===== config.mk =====
export PLATFORM = sky130hd
export DESIGN_NAME = block_framer
export DESIGN_NICKNAME = d
export VERILOG_FILES = /design/src/core/link66_pkg.sv /design/src/core/block_framer.sv /design/src/core/crc12_step.sv /design/src/core/block_scrambler.sv
export SDC_FILE = /design/constraint.sdc
export NUM_CORES = 1
export LEC_CHECK = 0
export CAP_MARGIN = 40
export CORE_ASPECT_RATIO = 0.7
export CORE_MARGIN = 1.5
export CORE_UTILIZATION = 64
export DETAILED_ROUTE_END_ITERATION = 16
export DONT_BUFFER_PORTS = 1
export HOLD_SLACK_MARGIN = 0.03
export PLACE_DENSITY_LB_ADDON = 0.2
export SLEW_MARGIN = 20
export SYNTH_ARGS = -nofsm -noshare
export SYNTH_HDL_FRONTEND = slang
export SYNTH_SLANG_ARGS = --single-unit

===== constraint.sdc =====
create_clock -name clk_i -period 9.74 [get_ports clk_i]
set_clock_uncertainty 0.2 [all_clocks]
set_input_delay 0.487 -clock clk_i [delete_from_list [all_inputs] [get_ports clk_i]]
set_output_delay 0.487 -clock clk_i [all_outputs]
set_load 0.02 [all_outputs]

===== src/core/link66_pkg.sv =====
// Shared constants and carrier types for the 64b/66b block framer
package link66_pkg;

  // Block geometry
  localparam int OCTETS_PER_BLOCK = 8;
  localparam int PAYLOAD_BITS = 64;
  localparam int MARKER_BITS = 2;
  localparam int CODED_BITS = 66;
  localparam int OCTET_CNT_W = 3;
  localparam logic [OCTET_CNT_W-1:0] OCTET_LAST = 3'h7;

  // Multiblock geometry
  localparam int BLOCKS_PER_MB = 32;
  localparam int BLK_IDX_W = 5;
  localparam logic [BLK_IDX_W-1:0] BLK_FIRST = 5'h00;
  localparam logic [BLK_IDX_W-1:0] BLK_LAST = 5'h1F;
  localparam logic [BLK_IDX_W-1:0] BLK_HALF = 5'h10;
  localparam int MB_PAYLOAD_BITS = 2048;

  // Multiblocks per extended group; only one is supported
  localparam int MB_PER_EXT_GROUP = 1;
  localparam logic EXT_GROUP_END_FLAG = 1'h1;

  // Marker patterns, bit 0 is sent first
  localparam logic [1:0] MARKER_ONE = 2'h2;
  localparam logic [1:0] MARKER_ZERO = 2'h1;

  // Marker stream layout
  localparam int STREAM_BITS = 32;
  localparam int EXT_END_POS = 22;
  localparam logic [4:0] PILOT_TAIL = 5'h10;
  localparam int PILOT_LSB = 27;

  // Parity generator, polynomial in implicit-plus-one notation
  localparam int CRC_W = 12;
  localparam logic [CRC_W-1:0] CRC_POLY_IMPLICIT = 12'h987;
  localparam logic [CRC_W-1:0] CRC_TAPS = {CRC_POLY_IMPLICIT[10:0], 1'h1};
  localparam logic [CRC_W-1:0] CRC_RESET = 12'h000;
  localparam int FEC_W = 26;
  localparam int DETECT_LATENCY_BLOCKS = 46;

  // Scrambler taps
  localparam int SCR_TAP_A = 39;
  localparam int SCR_TAP_B = 58;

  // Parity format of the marker stream
  typedef enum logic {PAR_CRC12, PAR_FEC} parity_mode_t;

  // One coded block: bit i is the i-th transmitted bit
  typedef struct packed {
    logic [PAYLOAD_BITS-1:0] payload;
    logic [MARKER_BITS-1:0] block_marker_bits;
  } coded_block_t;

endpackage : link66_pkg


===== src/core/block_framer.sv =====
// 64b/66b block framer with marker stream and parity insertion
`timescale 1ns/1ps

// What this block does
// - Eight incoming frame octets are packed into one 64-bit block payload.
// - Payload is scrambled first, then the 2-bit marker is added.
// - Marker occupies positions 0-1, octet k occupies positions 8k+2 to 8k+9.
// - Every multiblock holds 32 blocks unless a reference edge cuts it short.
// - Only one multiblock per extended group; frames must fit whole multiblocks.
// - Reference pulse resets the extended-group timing clock to a fixed phase.
// - Marker is always complementary: 01 sends one, 10 sends zero.
// - Marker bits of the 32 blocks form a stream word, bit 0 first.
// - Only the CRC-12 and FEC stream formats exist.
// - Stream ends in 00001 and in CRC mode never shows it elsewhere.
// - Stream bit 22 is one on the last multiblock of each group.
// - In CRC mode, parity over the 2048 scrambled payload bits goes in the next multiblock.
// - Parity polynomial is x^12+x^9+x^8+x^3+x^2+x+1.
// - Parity register starts at zero each multiblock, read after 2048 bits.
// - CRC mode places parity bits in triplets and forces the fixed pilot bits.
// - CRC mode sends the seven command bits as zeros.
// - Earliest detection of a first-bit error is 46 blocks later.
module block_framer
  import link66_pkg::*;
(
  // Clock, reset, enable
  input wire logic clk_i,
  input wire logic rst_b_i,
  input wire logic clk_en_i,
  // Configuration
  input wire logic link_en_i,
  input wire logic fec_mode_i,
  input wire logic scr_bypass_i,
  input wire logic [FEC_W-1:0] fec_parity_i,
  // Frame octets from the transport side
  input wire logic [7:0] octet_i,
  input wire logic octet_valid_i,
  // Reference pulse pin
  input wire logic system_reference_pulse_i,
  // Coded block output
  output coded_block_t block_o,
  output logic block_valid_o,
  output logic [BLK_IDX_W-1:0] block_index_o,
  // Multiblock timing
  output logic multiblock_end_pilot_o,
  output logic extended_group_end_flag_o,
  output logic extended_group_timing_clock_o,
  // Status
  output logic [CRC_W-1:0] last_parity_o,
  output logic realign_o
);

  // Reference synchroniser and edge detect
  logic ref_meta_q;
  logic ref_sync_q;
  logic ref_prev_q;
  logic ref_rise;
  logic realign_pend_q;

  // Packing state
  logic [55:0] pack_q;
  logic [OCTET_CNT_W-1:0] oct_cnt_q;
  logic blk_go;
  logic [PAYLOAD_BITS-1:0] word_c;
  logic [PAYLOAD_BITS-1:0] scr_word;

  // Multiblock state
  logic [BLK_IDX_W-1:0] blk_cnt_q;
  logic [BLK_IDX_W-1:0] cur_idx;
  logic [CRC_W-1:0] crc_acc_q;
  logic [CRC_W-1:0] crc_prev_q;
  logic [CRC_W-1:0] crc_base;
  logic [CRC_W-1:0] crc_new;
  parity_mode_t mode_q;
  parity_mode_t mode_sel;
  logic [STREAM_BITS-1:0] tx_stream_q;
  logic [STREAM_BITS-1:0] stream_crc;
  logic [STREAM_BITS-1:0] stream_fec;
  logic [STREAM_BITS-1:0] stream_sel;
  logic marker_bit;

  // Pin is asynchronous; only the second stage is looked at
  always_ff @(posedge clk_i or negedge rst_b_i)
  begin
    if (!rst_b_i)
    begin
      ref_meta_q <= 1'h0;
      ref_sync_q <= 1'h0;
      ref_prev_q <= 1'h0;
    end
    else if (clk_en_i)
    begin
      ref_meta_q <= system_reference_pulse_i;
      ref_sync_q <= ref_meta_q;
      ref_prev_q <= ref_sync_q;
    end
  end

  // A periodic reference that divides the multiblock rate lands on block 0 again
  assign ref_rise = ref_sync_q & ~ref_prev_q;

  // Pending realignment; a new edge wins over the clear by the next block
  always_ff @(posedge clk_i or negedge rst_b_i)
  begin
    if (!rst_b_i)
    begin
      realign_pend_q <= 1'h0;
    end
    else if (clk_en_i)
    begin
      if (ref_rise)
      begin
        realign_pend_q <= 1'h1;
      end
      else if (blk_go)
      begin
        realign_pend_q <= 1'h0;
      end
    end
  end

  // A block leaves in the cycle its eighth octet arrives
  assign blk_go = link_en_i & octet_valid_i & (oct_cnt_q == OCTET_LAST);
  assign word_c = {octet_i, pack_q};

  // Octet k lands in payload bits 8k+7..8k
  always_ff @(posedge clk_i or negedge rst_b_i)
  begin
    if (!rst_b_i)
    begin
      pack_q <= '0;
      oct_cnt_q <= '0;
    end
    else if (clk_en_i)
    begin
      if (!link_en_i)
      begin
        oct_cnt_q <= '0;
      end
      else if (octet_valid_i)
      begin
        if (oct_cnt_q != OCTET_LAST)
        begin
          pack_q[{oct_cnt_q, 3'h0} +: 8] <= octet_i;
        end
        oct_cnt_q <= oct_cnt_q + 3'h1;
      end
    end
  end

  // Scrambling happens on the packed word before any marker is attached
  block_scrambler u_scr (
    .clk_i(clk_i),
    .rst_b_i(rst_b_i),
    .clk_en_i(clk_en_i),
    .advance_i(blk_go),
    .bypass_i(scr_bypass_i),
    .data_i(word_c),
    .data_o(scr_word)
  );

  // Reference forces the next block to be block 0 of a multiblock
  assign cur_idx = realign_pend_q ? BLK_FIRST : blk_cnt_q;

  // Parity starts from zero at block 0, so a realign also restarts it
  assign crc_base = (cur_idx == BLK_FIRST) ? CRC_RESET : crc_acc_q;

  // Polynomial taps live in the step module
  crc12_step u_crc (
    .crc_i(crc_base),
    .data_i(scr_word),
    .crc_o(crc_new)
  );

  // Block counter wraps after 32 blocks
  always_ff @(posedge clk_i or negedge rst_b_i)
  begin
    if (!rst_b_i)
    begin
      blk_cnt_q <= BLK_FIRST;
    end
    else if (clk_en_i && blk_go)
    begin
      blk_cnt_q <= cur_idx + 5'h01;
    end
  end

  // Parity accumulates over 2048 scrambled bits, handed over at the last block
  always_ff @(posedge clk_i or negedge rst_b_i)
  begin
    if (!rst_b_i)
    begin
      crc_acc_q <= CRC_RESET;
      crc_prev_q <= CRC_RESET;
    end
    else if (clk_en_i && blk_go)
    begin
      if (cur_idx == BLK_LAST)
      begin
        crc_prev_q <= crc_new;
        crc_acc_q <= CRC_RESET;
      end
      else
      begin
        crc_acc_q <= crc_new;
      end
    end
  end

  // CRC format: parity triplets, command bits zero, fixed ones, pilot tail
  assign stream_crc = {1'h1, 4'h0, 3'h0, 1'h1, EXT_GROUP_END_FLAG, 1'h1, 1'h0, 1'h1, 3'h0,
                       1'h1, crc_prev_q[0], crc_prev_q[1], crc_prev_q[2],
                       1'h1, crc_prev_q[3], crc_prev_q[4], crc_prev_q[5],
                       1'h1, crc_prev_q[6], crc_prev_q[7], crc_prev_q[8],
                       1'h1, crc_prev_q[9], crc_prev_q[10], crc_prev_q[11]};

  // FEC format: parity word supplied by the FEC generator outside
  always_comb
  begin
    stream_fec = '0;
    for (int i = 0; i < 22; i++)
    begin
      stream_fec[i] = fec_parity_i[FEC_W-1-i];
    end
    for (int j = 0; j < 4; j++)
    begin
      stream_fec[26-j] = fec_parity_i[j];
    end
    stream_fec[EXT_END_POS] = EXT_GROUP_END_FLAG;
    stream_fec[STREAM_BITS-1 -: 5] = PILOT_TAIL;
  end

  // Mode is only taken at a multiblock start, so one stream never mixes formats
  assign mode_sel = (cur_idx == BLK_FIRST) ? (fec_mode_i ? PAR_FEC : PAR_CRC12) : mode_q;

  // A fresh stream word is built at block 0 and then held for the multiblock
  always_comb
  begin
    stream_sel = tx_stream_q;
    if (cur_idx == BLK_FIRST)
    begin
      unique case (mode_sel)
        PAR_CRC12: stream_sel = stream_crc;
        PAR_FEC: stream_sel = stream_fec;
      endcase
    end
  end

  // Block n carries stream bit n
  assign marker_bit = stream_sel[cur_idx];

  // Stream word and mode registers
  always_ff @(posedge clk_i or negedge rst_b_i)
  begin
    if (!rst_b_i)
    begin
      tx_stream_q <= '0;
      mode_q <= PAR_CRC12;
    end
    else if (clk_en_i && blk_go)
    begin
      tx_stream_q <= stream_sel;
      mode_q <= mode_sel;
    end
  end

  // Coded block register; the marker never shows 00 or 11
  always_ff @(posedge clk_i or negedge rst_b_i)
  begin
    if (!rst_b_i)
    begin
      block_o <= '0;
      block_index_o <= BLK_FIRST;
    end
    else if (clk_en_i && blk_go)
    begin
      block_o.payload <= scr_word;
      block_o.block_marker_bits <= marker_bit ? MARKER_ONE : MARKER_ZERO;
      block_index_o <= cur_idx;
    end
  end

  // Strobes and timing clock; half high, half low per multiblock
  always_ff @(posedge clk_i or negedge rst_b_i)
  begin
    if (!rst_b_i)
    begin
      block_valid_o <= 1'h0;
      multiblock_end_pilot_o <= 1'h0;
      extended_group_end_flag_o <= 1'h0;
      extended_group_timing_clock_o <= 1'h0;
      realign_o <= 1'h0;
    end
    else if (clk_en_i)
    begin
      block_valid_o <= blk_go;
      multiblock_end_pilot_o <= blk_go & (cur_idx == BLK_LAST);
      // With one multiblock per group every multiblock end is a group end
      extended_group_end_flag_o <= blk_go & (cur_idx == BLK_LAST);
      realign_o <= blk_go & realign_pend_q;
      if (blk_go)
      begin
        extended_group_timing_clock_o <= (cur_idx < BLK_HALF);
      end
    end
  end

  // Parity of the previous multiblock; the receiver sees it 46 blocks late at best
  always_ff @(posedge clk_i or negedge rst_b_i)
  begin
    if (!rst_b_i)
    begin
      last_parity_o <= CRC_RESET;
    end
    else if (clk_en_i && blk_go && (cur_idx == BLK_LAST))
    begin
      last_parity_o <= crc_new;
    end
  end

  // Marker is always complementary
  a_marker_complement: assert property (@(posedge clk_i) disable iff (!rst_b_i)
    block_valid_o |-> (block_o.block_marker_bits[0] != block_o.block_marker_bits[1]))
    else $error("marker bits not complementary");

  // Marker carries the stream bit of its block position
  a_marker_stream_bit: assert property (@(posedge clk_i) disable iff (!rst_b_i)
    block_valid_o |-> (block_o.block_marker_bits[1] == tx_stream_q[block_index_o]))
    else $error("marker does not match stream word bit");

  // Stream ends with the pilot tail
  a_pilot_tail: assert property (@(posedge clk_i) disable iff (!rst_b_i)
    block_valid_o |-> (tx_stream_q[STREAM_BITS-1:PILOT_LSB] == PILOT_TAIL))
    else $error("stream word lacks end pilot");

  // Group end bit set in every multiblock
  a_group_end_bit: assert property (@(posedge clk_i) disable iff (!rst_b_i)
    block_valid_o |-> tx_stream_q[EXT_END_POS])
    else $error("group end bit clear");

  // Fixed ones in CRC format
  a_crc_fixed_ones: assert property (@(posedge clk_i) disable iff (!rst_b_i)
    (block_valid_o && mode_q == PAR_CRC12) |->
      (tx_stream_q[3] && tx_stream_q[7] && tx_stream_q[11] && tx_stream_q[15] &&
       tx_stream_q[19] && tx_stream_q[21] && tx_stream_q[23]))
    else $error("fixed one missing in CRC stream");

  // Command bits zero in CRC format
  a_cmd_zero: assert property (@(posedge clk_i) disable iff (!rst_b_i)
    (block_valid_o && mode_q == PAR_CRC12) |->
      (tx_stream_q[18:16] == 3'h0 && !tx_stream_q[20] && tx_stream_q[26:24] == 3'h0))
    else $error("command bit set in CRC stream");

  // Parity of a multiblock shows up in the next one
  a_parity_carry: assert property (@(posedge clk_i) disable iff (!rst_b_i)
    (block_valid_o && block_index_o == BLK_FIRST && mode_q == PAR_CRC12) |->
      ({tx_stream_q[0], tx_stream_q[1], tx_stream_q[2], tx_stream_q[4]} ==
       last_parity_o[CRC_W-1 -: 4]))
    else $error("stream parity differs from previous multiblock");

  // Pilot strobe only on block 31
  a_mb_end_strobe: assert property (@(posedge clk_i) disable iff (!rst_b_i)
    block_valid_o |-> (multiblock_end_pilot_o == (block_index_o == BLK_LAST)))
    else $error("multiblock end strobe misplaced");

  // Parity restarts from zero after the last block
  a_parity_clear: assert property (@(posedge clk_i) disable iff (!rst_b_i)
    (clk_en_i && blk_go && cur_idx == BLK_LAST) |=> (crc_acc_q == CRC_RESET))
    else $error("parity not cleared at multiblock end");

  // Reference edge forces block 0 on the next block
  a_ref_realign: assert property (@(posedge clk_i) disable iff (!rst_b_i)
    (clk_en_i && blk_go && realign_pend_q && !ref_rise) |=>
      (block_index_o == BLK_FIRST && extended_group_timing_clock_o && !realign_pend_q))
    else $error("reference did not realign multiblock");

  // Index steps by one between blocks
  a_index_step: assert property (@(posedge clk_i) disable iff (!rst_b_i)
    (clk_en_i && blk_go && !realign_pend_q) |=> (block_index_o == $past(blk_cnt_q)))
    else $error("block index skipped");

endmodule : block_framer


===== src/core/crc12_step.sv =====
// Serial-order parity update over one payload word
`timescale 1ns/1ps
module crc12_step
  import link66_pkg::*;
#(
  parameter int DATA_W = PAYLOAD_BITS
)
(
  // Running parity and data
  input wire logic [CRC_W-1:0] crc_i,
  input wire logic [DATA_W-1:0] data_i,
  // Updated parity
  output logic [CRC_W-1:0] crc_o
);

  // Bit 0 of the word enters first, matching transmission order
  always_comb
  begin
    logic [CRC_W-1:0] c;
    logic fb;
    c = crc_i;
    fb = 1'h0;
    for (int i = 0; i < DATA_W; i++)
    begin
      fb = c[CRC_W-1] ^ data_i[i];
      c = {c[CRC_W-2:0], 1'h0};
      if (fb)
      begin
        c = c ^ CRC_TAPS;
      end
    end
    crc_o = c;
  end

endmodule : crc12_step


===== src/core/block_scrambler.sv =====
// Self-synchronous payload scrambler, one word per advance
`timescale 1ns/1ps
module block_scrambler
  import link66_pkg::*;
#(
  parameter int DATA_W = PAYLOAD_BITS,
  parameter int TAP_A = SCR_TAP_A,
  parameter int TAP_B = SCR_TAP_B
)
(
  // Clock and reset
  input wire logic clk_i,
  input wire logic rst_b_i,
  input wire logic clk_en_i,
  // Control
  input wire logic advance_i,
  input wire logic bypass_i,
  // Data
  input wire logic [DATA_W-1:0] data_i,
  output logic [DATA_W-1:0] data_o
);

  logic [TAP_B-1:0] state_q;
  logic [TAP_B-1:0] state_d;

  // Serial model unrolled over the word; state holds past output bits
  always_comb
  begin
    logic [TAP_B-1:0] s;
    logic b;
    s = state_q;
    b = 1'h0;
    data_o = '0;
    for (int i = 0; i < DATA_W; i++)
    begin
      b = bypass_i ? data_i[i] : (data_i[i] ^ s[TAP_A-1] ^ s[TAP_B-1]);
      data_o[i] = b;
      s = {s[TAP_B-2:0], b};
    end
    state_d = s;
  end

  // State moves only when a word is really consumed
  always_ff @(posedge clk_i or negedge rst_b_i)
  begin
    if (!rst_b_i)
    begin
      state_q <= '0;
    end
    else if (clk_en_i && advance_i)
    begin
      state_q <= state_d;
    end
  end

endmodule : block_scrambler


Yosys cells after proc, flatten, opt, wreduce, memory -nomap -nowiden --
Index checks and enable logic that the tools add are counted.
Word-level totals: bits in registers 270, bits in latches 0, RAM bits 0, bits in read-only memories 0, bits of input ports 42, output and inout port bits 88, word-level logic and storage cells 446, memories 0
Cells by class: add/sub/neg operators 3, multiply operators 0, divide/modulo/power cells 0, magnitude comparators 2, eq/ne operators 4, shift operators 2, muxes and demuxes 143, bitwise gates (word level) 263, reduce and logical (&&, ||, !) cells 9
Operators by type and width (count):
- 2-to-1 mux 10 bit | 64
- inverter 6 bit | 64
- XOR 1 bit | 192
- 2-to-1 mux 1 bit | 69
- one-hot mux 32 bit (2 select lines) | 1
- bitwise mux 56 bit | 1
- variable shift 8 x 8 -> 56 bit (first input constant) | 1
- indexed part select 8 x 8 -> 56 bit | 1
- 2-to-1 mux 32 bit | 1
- 2-to-1 mux 12 bit | 2
- negator 6 -> 8 bit | 1
- AND reduction 2 bit | 4
- < comparator 5 x 6 -> 1 bit (second input constant) | 1
- 2-to-1 mux 3 bit | 2
- adder 5 x 1 -> 5 bit (second input constant) | 1
- bitwise AND 1 bit | 5
- binary-select mux 1 bit (select 5 bit) | 1
- == test 5 bit (second input constant) | 1
- zero test 5 bit | 1
- < comparator 5 bit (second input constant) | 1
- 2-to-1 mux 5 bit | 1
- AND reduction 4 bit | 1
- adder 3 x 1 -> 3 bit (second input constant) | 1
- == test 3 bit (second input constant) | 1
- 6 further kinds | 8

Longest topological paths before layout --
Gate-level depths: netlist of the first run.
depth after elaboration 132, gate-level depth with buffers 24, gate-level depth less buffers 21

By module --
From an unflattened synthesis of the first run, not the netlist that was laid out.
Unflattened totals: cell total of the unflattened synthesis 1609, area, all modules 16804.9 µm²
By module, submodules not included:
- block_framer | times used 1, cells an instance 914, area an instance 8602.0 µm², seq. area each 4979.8 µm²
- crc12_step | times used 1, cells an instance 286, area an instance 4202.8 µm², seq. area each 0.0 µm²
- block_scrambler | times used 1, cells an instance 409, area an instance 4000.1 µm², seq. area each 1451.4 µm²

Worst setup path after synthesis of the first run --
Ideal clock, no wire load.
path kind reg2reg, start point register blk_cnt_q[0], end point register crc_prev_q[9], setup time 0.125 ns, data arrival time 7.984 ns, data required time 9.415 ns, setup slack 1.431 ns, cell stages (with the launch flop) 25, path buffers 3, clock period less this slack 8.309 ns, cell sequence dfrtp_1 > nor2b_1 > clkbuf_1 > inv_1 > clkbuf_1 > ha_1 > or4b_4 > and2_4 > buf_6 > nand2_2 > xnor3_1 > xnor3_2 > xnor3_1 > xnor3_2 > xor3_2 > xnor2_1 > xnor3_2 > xnor3_2 > xnor3_2 > xnor3_2 > xnor3_2 > xnor3_2 > xnor3_2 > xor3_1 > mux2_2
On the way: longest elaborated chain between the ends 89, elaborated cells on any way between the ends 195, those cells by class eq/ne: 1; mux: 66; bitwise: 126; reduce/logical: 2
Ends and longest elaborated chain:
- start, declared | RTL line block_framer.sv:67 | logic [BLK_IDX_W-1:0] blk_cnt_q;
- start signal, assigned | RTL line block_framer.sv:183 | blk_cnt_q <= cur_idx + 5'h01;
- 2-to-1 mux 5 bit (*) | RTL line block_framer.sv:162 | assign cur_idx = realign_pend_q ? BLK_FIRST : blk_cnt_q;
- named net cur_idx[0] | RTL line block_framer.sv:68 | logic [BLK_IDX_W-1:0] cur_idx;
- zero test 5 bit | RTL line block_framer.sv:165 | assign crc_base = (cur_idx == BLK_FIRST) ? CRC_RESET : crc_acc_q;
- 2-to-1 mux 12 bit | RTL line block_framer.sv:165
- 2-to-1 mux 10 bit (2 in a row) | RTL line crc12_step.sv:27 | if (fb)
- inverter 6 bit (no source line)
- 2-to-1 mux 10 bit | RTL line crc12_step.sv:27
- inverter 6 bit (no source line)
- [69 not listed]
- inverter 6 bit (no source line)
- 2-to-1 mux 10 bit | RTL line crc12_step.sv:27
- inverter 6 bit (no source line)
- 2-to-1 mux 10 bit (5 in a row) | RTL line crc12_step.sv:27
- inverter 6 bit (no source line)
- 2-to-1 mux 10 bit | RTL line crc12_step.sv:27
- inverter 6 bit (no source line)
- 2-to-1 mux 10 bit | RTL line crc12_step.sv:27
- end signal, assigned | RTL line block_framer.sv:199 | crc_prev_q <= crc_new;
- end, declared | RTL line block_framer.sv:70 | logic [CRC_W-1:0] crc_prev_q;
The timed path passes the listed nets; every way through them passes the cells marked *. A chain may end at the register's enable or synchronous reset.

Worst setup path after layout of the first run --
start point register realign_pend_q, end point register crc_prev_q[9]
On the way: longest elaborated chain between the ends 89, elaborated cells on any way between the ends 195, those cells by class eq/ne: 1; mux: 66; bitwise: 126; reduce/logical: 2
Ends and longest elaborated chain:
- start, declared | RTL line block_framer.sv:57 | logic realign_pend_q;
- start signal, assigned | RTL line block_framer.sv:106 | realign_pend_q <= 1'h0;
- start signal, assigned | RTL line block_framer.sv:112 | realign_pend_q <= 1'h1;
- start signal, assigned | RTL line block_framer.sv:116 | realign_pend_q <= 1'h0;
- 2-to-1 mux 5 bit (*) | RTL line block_framer.sv:162
- zero test 5 bit | RTL line block_framer.sv:165
- 2-to-1 mux 12 bit | RTL line block_framer.sv:165
- 2-to-1 mux 10 bit (2 in a row) | RTL line crc12_step.sv:27
- inverter 6 bit (no source line)
- 2-to-1 mux 10 bit | RTL line crc12_step.sv:27
- inverter 6 bit (no source line)
- 2-to-1 mux 10 bit | RTL line crc12_step.sv:27
- [68 not listed]
- inverter 6 bit (no source line)
- 2-to-1 mux 10 bit | RTL line crc12_step.sv:27
- inverter 6 bit (no source line)
- 2-to-1 mux 10 bit (5 in a row) | RTL line crc12_step.sv:27
- inverter 6 bit (no source line)
- 2-to-1 mux 10 bit | RTL line crc12_step.sv:27
- inverter 6 bit (no source line)
- 2-to-1 mux 10 bit | RTL line crc12_step.sv:27
Every way passes the cells marked *; elsewhere a longest branch is shown, timed or not.

==> out/results.ini, run 1 <==
[synth]
yosys-top-cells-count=xnor2_1 (244), nand2_1 (228), dfrtp_1 (199)
synth_area_um2=13970
synth-main-ff-cell=dfrtp_1
ys_ff_latch=199
synth.net_count=1391
synth_edf_count=0
syn_area_per_cell_um2=10.43
synth_area_leaders=dfrtp_1 (36%), xnor2_1 (15%), xnor3_1 (10%)
synth_most_common_cell=xnor2_1
async_flop_share_pct=100.0
syn_inst=1339
netlist.area_leader.share_pct=35.65
synth_seq_area_share_pct=35.65
ys_warn_count=0
yosys.area.top_type=dfrtp_1
ys_types=56

[clock_tree]
cts-root-buf=clkbuf_16
cts_tree=yes
cts_buffer_depth=2
cts_setup_buffers=0
path_clk_slew_ps=80
post_cts_hold_buffer_count=28
clock_latency_ps=460
post_cts_resized=0
numCtsBuffers=17
htree_levels=4
cts_sinks=199

[sta]
min_period_over_period_pct=92.04
fmaxAchievable_ghz=0.1116
fin_crit_ps=8965
slew_violations=0
setup_viol=0
relSlewSlack_pct=38.45
finalSetupTns_ps=0
tightest_slew_ps=916.6
rsz0062_at_grt=no
hold_viol_final=0

[worst_setup_path]
cp.arrival_ps=9100
start_kind=flop
cp-end-kind=flop
critPathMaxFanout=34
critPathKind=reg2reg
cp.required_ps=9870

[routing]
ant_nets=0
vias_per_cell=6.074
vias=9913
wire_per_inst_um=25.04
dr.pass1.iters=5
first_iter_violations=1286
wirelength_mm=40.87
drc=0

[floorplanning]
floorplan.die.height_um=126.6
die_x_um=179.6
start_util_pct=66.24
boundaryPins=130
core-area_um2=21090
die-area_um2=22730
std_cell_rows=44

[placed_design]
hpwl_mm=30.80
portBuffers=0
gp_congestion=0.9772

[global_route]
antenna_found_initial=0
grt_pass1_wl_mm=61.11
track_usage_pct=37.06
grt_max_degree=200
grt_pass1_vias=9462
gr-total-overflow=0

[flow_run]
maxCapViolCount=0

[hold_path]
hold_class=in2reg

[final_layout]
syn_to_final_growth_pct=8.179
drive_gt1_share_pct=9.306
nNetsFinal=1396

[outcome]
status=finished clean

path summary, 6_finish.rpt:
check                                start              end  slack, ps  cells past startpoint
max reg2reg                 realign_pend_q    crc_prev_q[9]        780                     20
min                        fec_parity_i[3]  tx_stream_q[23]         40                      2
min in group asynchronous          rst_b_i   tx_stream_q[8]        370                      2
max                         realign_pend_q    crc_prev_q[9]        780                     20
max in group asynchronous          rst_b_i       block_o[2]       7900                      3
min reg2reg                tx_stream_q[15]  tx_stream_q[15]        280                      2
critical path, cell delays in order, from the launching register on:
cell	delay (ps)
dfrtp_1	630
nor2b_1	120
inv_1	340
ha_1	240
or4b_4	490
nand2_2	500
nor2_1	220
xnor3_4	510
xnor3_1	320
xnor2_2	340
xnor3_1	550
xnor3_1	470
xor2_1	460
xnor3_2	620
xnor3_1	400
xnor3_2	460
xnor3_2	420
xnor3_2	430
xnor3_2	460
xor3_1	380
mux2_2	280
area by class of cell:
class / count / area (um2)
multi-input cells: 1067 / 8716
repair buffers: 48 / 478.0
inverters: 11 / 41.29
clock buffers: 19 / 442.9
clock inverters: 10 / 101.3
diodes: 2 / 5.005
fillers: 1552 / 5976
flip-flops and latches: 199 / 4980
well taps: 276 / 345.3
cells by family after synthesis:
group,after synthesis,synth area share (%)
buffers and inverters,73,2.087
adder cells (fa/ha/maj),10,0.8958
AND/OR/NAND/NOR,368,10.95
AO/OA/AOI/OAI,215,8.681
flip-flops,199,35.65
multiplexers,35,2.822
XOR/XNOR,439,38.91
per-stage QoR:
step           instances  hold WS [ps]  instance area [um2]  setup slack [ps]  utilization, %
6_report            1632         37.68                15110             775.4           71.66
4_1_cts             1627         35.07                15070             882.2           71.46
5_1_grt             1630         51.34                15100             434.2           71.64
2_1_floorplan       1339        -8.591                13970              1431               -
3_5_place_dp        1570        -3.476                14220             904.1           67.46
3_3_place_gp        1564        -2.667                14160              1089           67.18
cells in the final DEF, fill, tap and decap left out, types with 4 or more instances in the layout:
| master | instances |
|---|---|
| buf_4 | 14 |
| and2_1 | 5 |
| inv_1 | 11 |
| mux2_2 | 25 |
| nor2_1 | 90 |
| nor2b_1 | 10 |
| nand2b_1 | 7 |
| nand2_1 | 227 |
| mux2i_1 | 9 |
| dfrtp_1 | 199 |
| o21ai_0 | 154 |
| a31oi_1 | 4 |
| xnor2_1 | 244 |
| o211ai_1 | 7 |
| xnor2_2 | 15 |
| a211oi_1 | 5 |
| nand3_1 | 7 |
| a22o_1 | 9 |
| xor2_1 | 76 |
| xnor3_1 | 65 |
| xor3_1 | 12 |
| o31ai_1 | 6 |
| and3_1 | 4 |
| ha_1 | 10 |
| clkbuf_16 | 17 |
| a21oi_1 | 13 |
| xnor3_2 | 17 |
| dlygate4sd3_1 | 27 |
routing by layer:
metal | global-route usage [%] | part of all wire (%) | routed length [um] | vias up
li1 | - | - | - | 4461
met1 | 56.81 | 45 | 18290 | 4821
met2 | 47.44 | 39 | 15890 | 581
met3 | 17.00 | 15 | 6108 | 48
met4 | 7.157 | 1.2 | 508 | 2
met5 | 2.105 | 0.17 | 69 | -
sequential cells by signal, indices dropped and copies added, names as in the netlist:
register	cells
u_scr.state_q	1
block_o	65
tx_stream_q	32
block_valid_o	1
ref_sync_q	1
oct_cnt_q	3
crc_acc_q	12
realign_pend_q	1
block_index_o	5
extended_group_end_flag_o	1
blk_cnt_q	5
extended_group_timing_clock_o	1
ref_prev_q	1
ref_meta_q	1
crc_prev_q	12
realign_o	1
pack_q	56
Power of run 1 is not shown: default switching activity piles up to over one toggle a cycle in this logic, so the estimate is an artifact.
==> inputs of run 2 (changes only) <==
- CTS_CLUSTER_SIZE: not set -> 30
- GPL_TIMING_DRIVEN: not set -> 0
==> run 2 against run 1 <==
Net effect:
- worst setup slack lost 530 ps
- worst hold slack is essentially flat
- die area is the same
- flip-flop and latch count is the same
- clock-buffer cell count is the same
- design area grew 0.72%
- sequential share of layout area shrank 0.24 points
- critical path depth grew 4
- critical endpoint unchanged
==> out/results.ini, run 2 (same netlist as run 1, synthesis figures left out) <==
[sta]
setup_viol=0  ; unchanged
slew_violations=0  ; unchanged
min_period_over_period_pct=97.51  ; +5.5 points
worst_slack_ps=242.9  ; -532.5 ps
finalSetupTns_ps=0  ; unchanged
rsz0062_at_grt=no
hold_viol_final=0  ; unchanged
tightest_slew_ps=1265  ; +348.4 ps
fin_crit_ps=9497  ; +532.5 ps
fmaxAchievable_ghz=0.1053  ; -5.6%
relSlewSlack_pct=15.67  ; -23 points

[routing]
vias_per_cell=6.197  ; +2.0%
dr.pass1.iters=6  ; +1
vias=10390  ; +4.8%
first_iter_violations=1406  ; +9.3%
wirelength_mm=42.70  ; +4.5%
drc=0  ; unchanged
ant_nets=0  ; unchanged
wire_per_inst_um=25.46  ; +1.7%

[clock_tree]
cts_sinks=199  ; unchanged
cts_tree=yes
path_clk_slew_ps=70  ; about the same
post_cts_resized=0  ; unchanged
numCtsBuffers=17  ; unchanged
cts_buffer_depth=2  ; unchanged
htree_levels=4  ; unchanged
cts-root-buf=clkbuf_16
clock_latency_ps=450  ; about the same

[worst_setup_path]
cp_cell_sequence=nor2b_1, clkbuf_1, inv_1, clkbuf_1, ha_1, or4b_4, and2_4, buf_6, nand2_2, xnor3_1, xnor3_2, xnor3_1, xnor3_2, xor3_2, xnor2_1, xnor3_2, xnor3_2, xnor3_2, xnor3_2, xnor3_2, xnor3_2, xnor3_2, xor3_1, mux2_2
cp.arrival_ps=9630  ; +530 ps
critPathKind=reg2reg
cp.required_ps=9870  ; about the same
crit_top_cell=xnor3_2
start_kind=flop
slowest_delay_ps=540  ; -90 ps
critPathMaxFanout=10  ; -71%
cp-end-kind=flop
crit_slowest_cell=xnor3_2

[final_layout]
syn_to_final_growth_pct=8.958
largest_register=block_o
drive_gt1_share_pct=8.779  ; -0.53 points
mostFrequentLayoutCells=xnor2_1 (244), nand2_1 (228), dfrtp_1 (199)
largest_register_ffs=65  ; unchanged
antenna_cells=0  ; -2
nNetsFinal=1440  ; +3.2%
top_regs=block_o x65, pack_q x56, tx_stream_q x32
final_common_cell=xnor2_1

[placed_design]
hpwl_mm=32.85  ; +6.7%
portBuffers=0  ; unchanged
dp_slack_ps=436.7  ; -467.3 ps
gp_congestion=0.9820  ; +0.49%

[global_route]
grt_pass1_vias=9687  ; +2.4%
antenna_found_initial=0  ; unchanged
grt_max_degree=200  ; unchanged
gr-total-overflow=0  ; unchanged
track_usage_pct=38.41  ; +1.3 points
grt_pass1_wl_mm=63.34  ; +3.7%

[floorplanning]
die_x_um=179.6  ; unchanged
floorplan.die.height_um=126.6  ; unchanged
core-area_um2=21090  ; unchanged
start_util_pct=66.24  ; unchanged
std_cell_rows=44  ; unchanged
boundaryPins=130  ; unchanged
die-area_um2=22730  ; unchanged

[flow_run]
maxCapViolCount=0  ; unchanged

[outcome]
status=finished clean

[hold_path]
hold_class=in2reg

[run 2: cell types whose count changed in the layout (fill, tap and decap cells not counted), sizes merged]
cell / previous run / this run
buf: 19 / 24
bufinv: 1 / 3
clkbuf: 21 / 68
clkinvlp: 2 / 1
diode: 2 / 0
dlygate4sd3: 27 / 19
inv: 13 / 15
[run 2: final timing paths]
| check | start | slack [ps] | depth (start not counted) | end |
|---|---|---|---|---|
| max reg2reg | blk_cnt_q[0] | 240 | 24 | crc_prev_q[9] |
| min in group asynchronous | rst_b_i | 400 | 2 | extended_group_timing_clock_o |
| min reg2reg | tx_stream_q[31] | 270 | 1 | tx_stream_q[31] |
| min | fec_parity_i[14] | 40 | 2 | tx_stream_q[11] |
| max | blk_cnt_q[0] | 240 | 24 | crc_prev_q[9] |
| max in group asynchronous | rst_b_i | 7840 | 2 | oct_cnt_q[2] |
[run 2: per-stage QoR]
step / utilization (%) / hold WS [ps] / instance area (um2) / cells
finish: 72.18 / 37.47 / 15220 / 1677
global placement: 67.88 / -2.161 / 14310 / 1615
global route: 72.18 / 47.14 / 15220 / 1677
detailed placement: 68.24 / -3.341 / 14390 / 1625
CTS: 72.18 / 30.71 / 15220 / 1677
floorplan: - / -8.591 / 13970 / 1339
[run 2: layout make-up]
class	count	area, um2
multi-input combinational	1067	8708
sequential	199	4980
timing repair buffer	30	280.3
inverter	11	41.29
tap	276	345.3
clock buffer	19	442.9
buffer	62	250.2
fill	1542	5867
clock inverter	13	170.2
[run 2: critical path: cells and delay by family (launching register included)]
family | cells | cell delay (ps)
xor+xnor | 14 | 6250
fa+ha+maj | 1 | 280
simple gates | 4 | 920
flops | 1 | 500
buf+inv | 4 | 950
mux | 1 | 280
[run 2: timing repair]
item | in CTS | in global routing
hold buffers | 20 | 0
endpoints found under the hold margin | 262 | 0
setup buffers | 0 | 0
[run 2: per-layer routing]
metal  up-vias  GRT usage [%]  routed length [um]
li1       4564              -                   -
met1      5088          59.59               18750
met2       691          47.90               16190
met3        50          18.89                7312
met4         0          6.422                 450
met5         -         0.8421                   0
Power of run 2 is left out for the same reason.
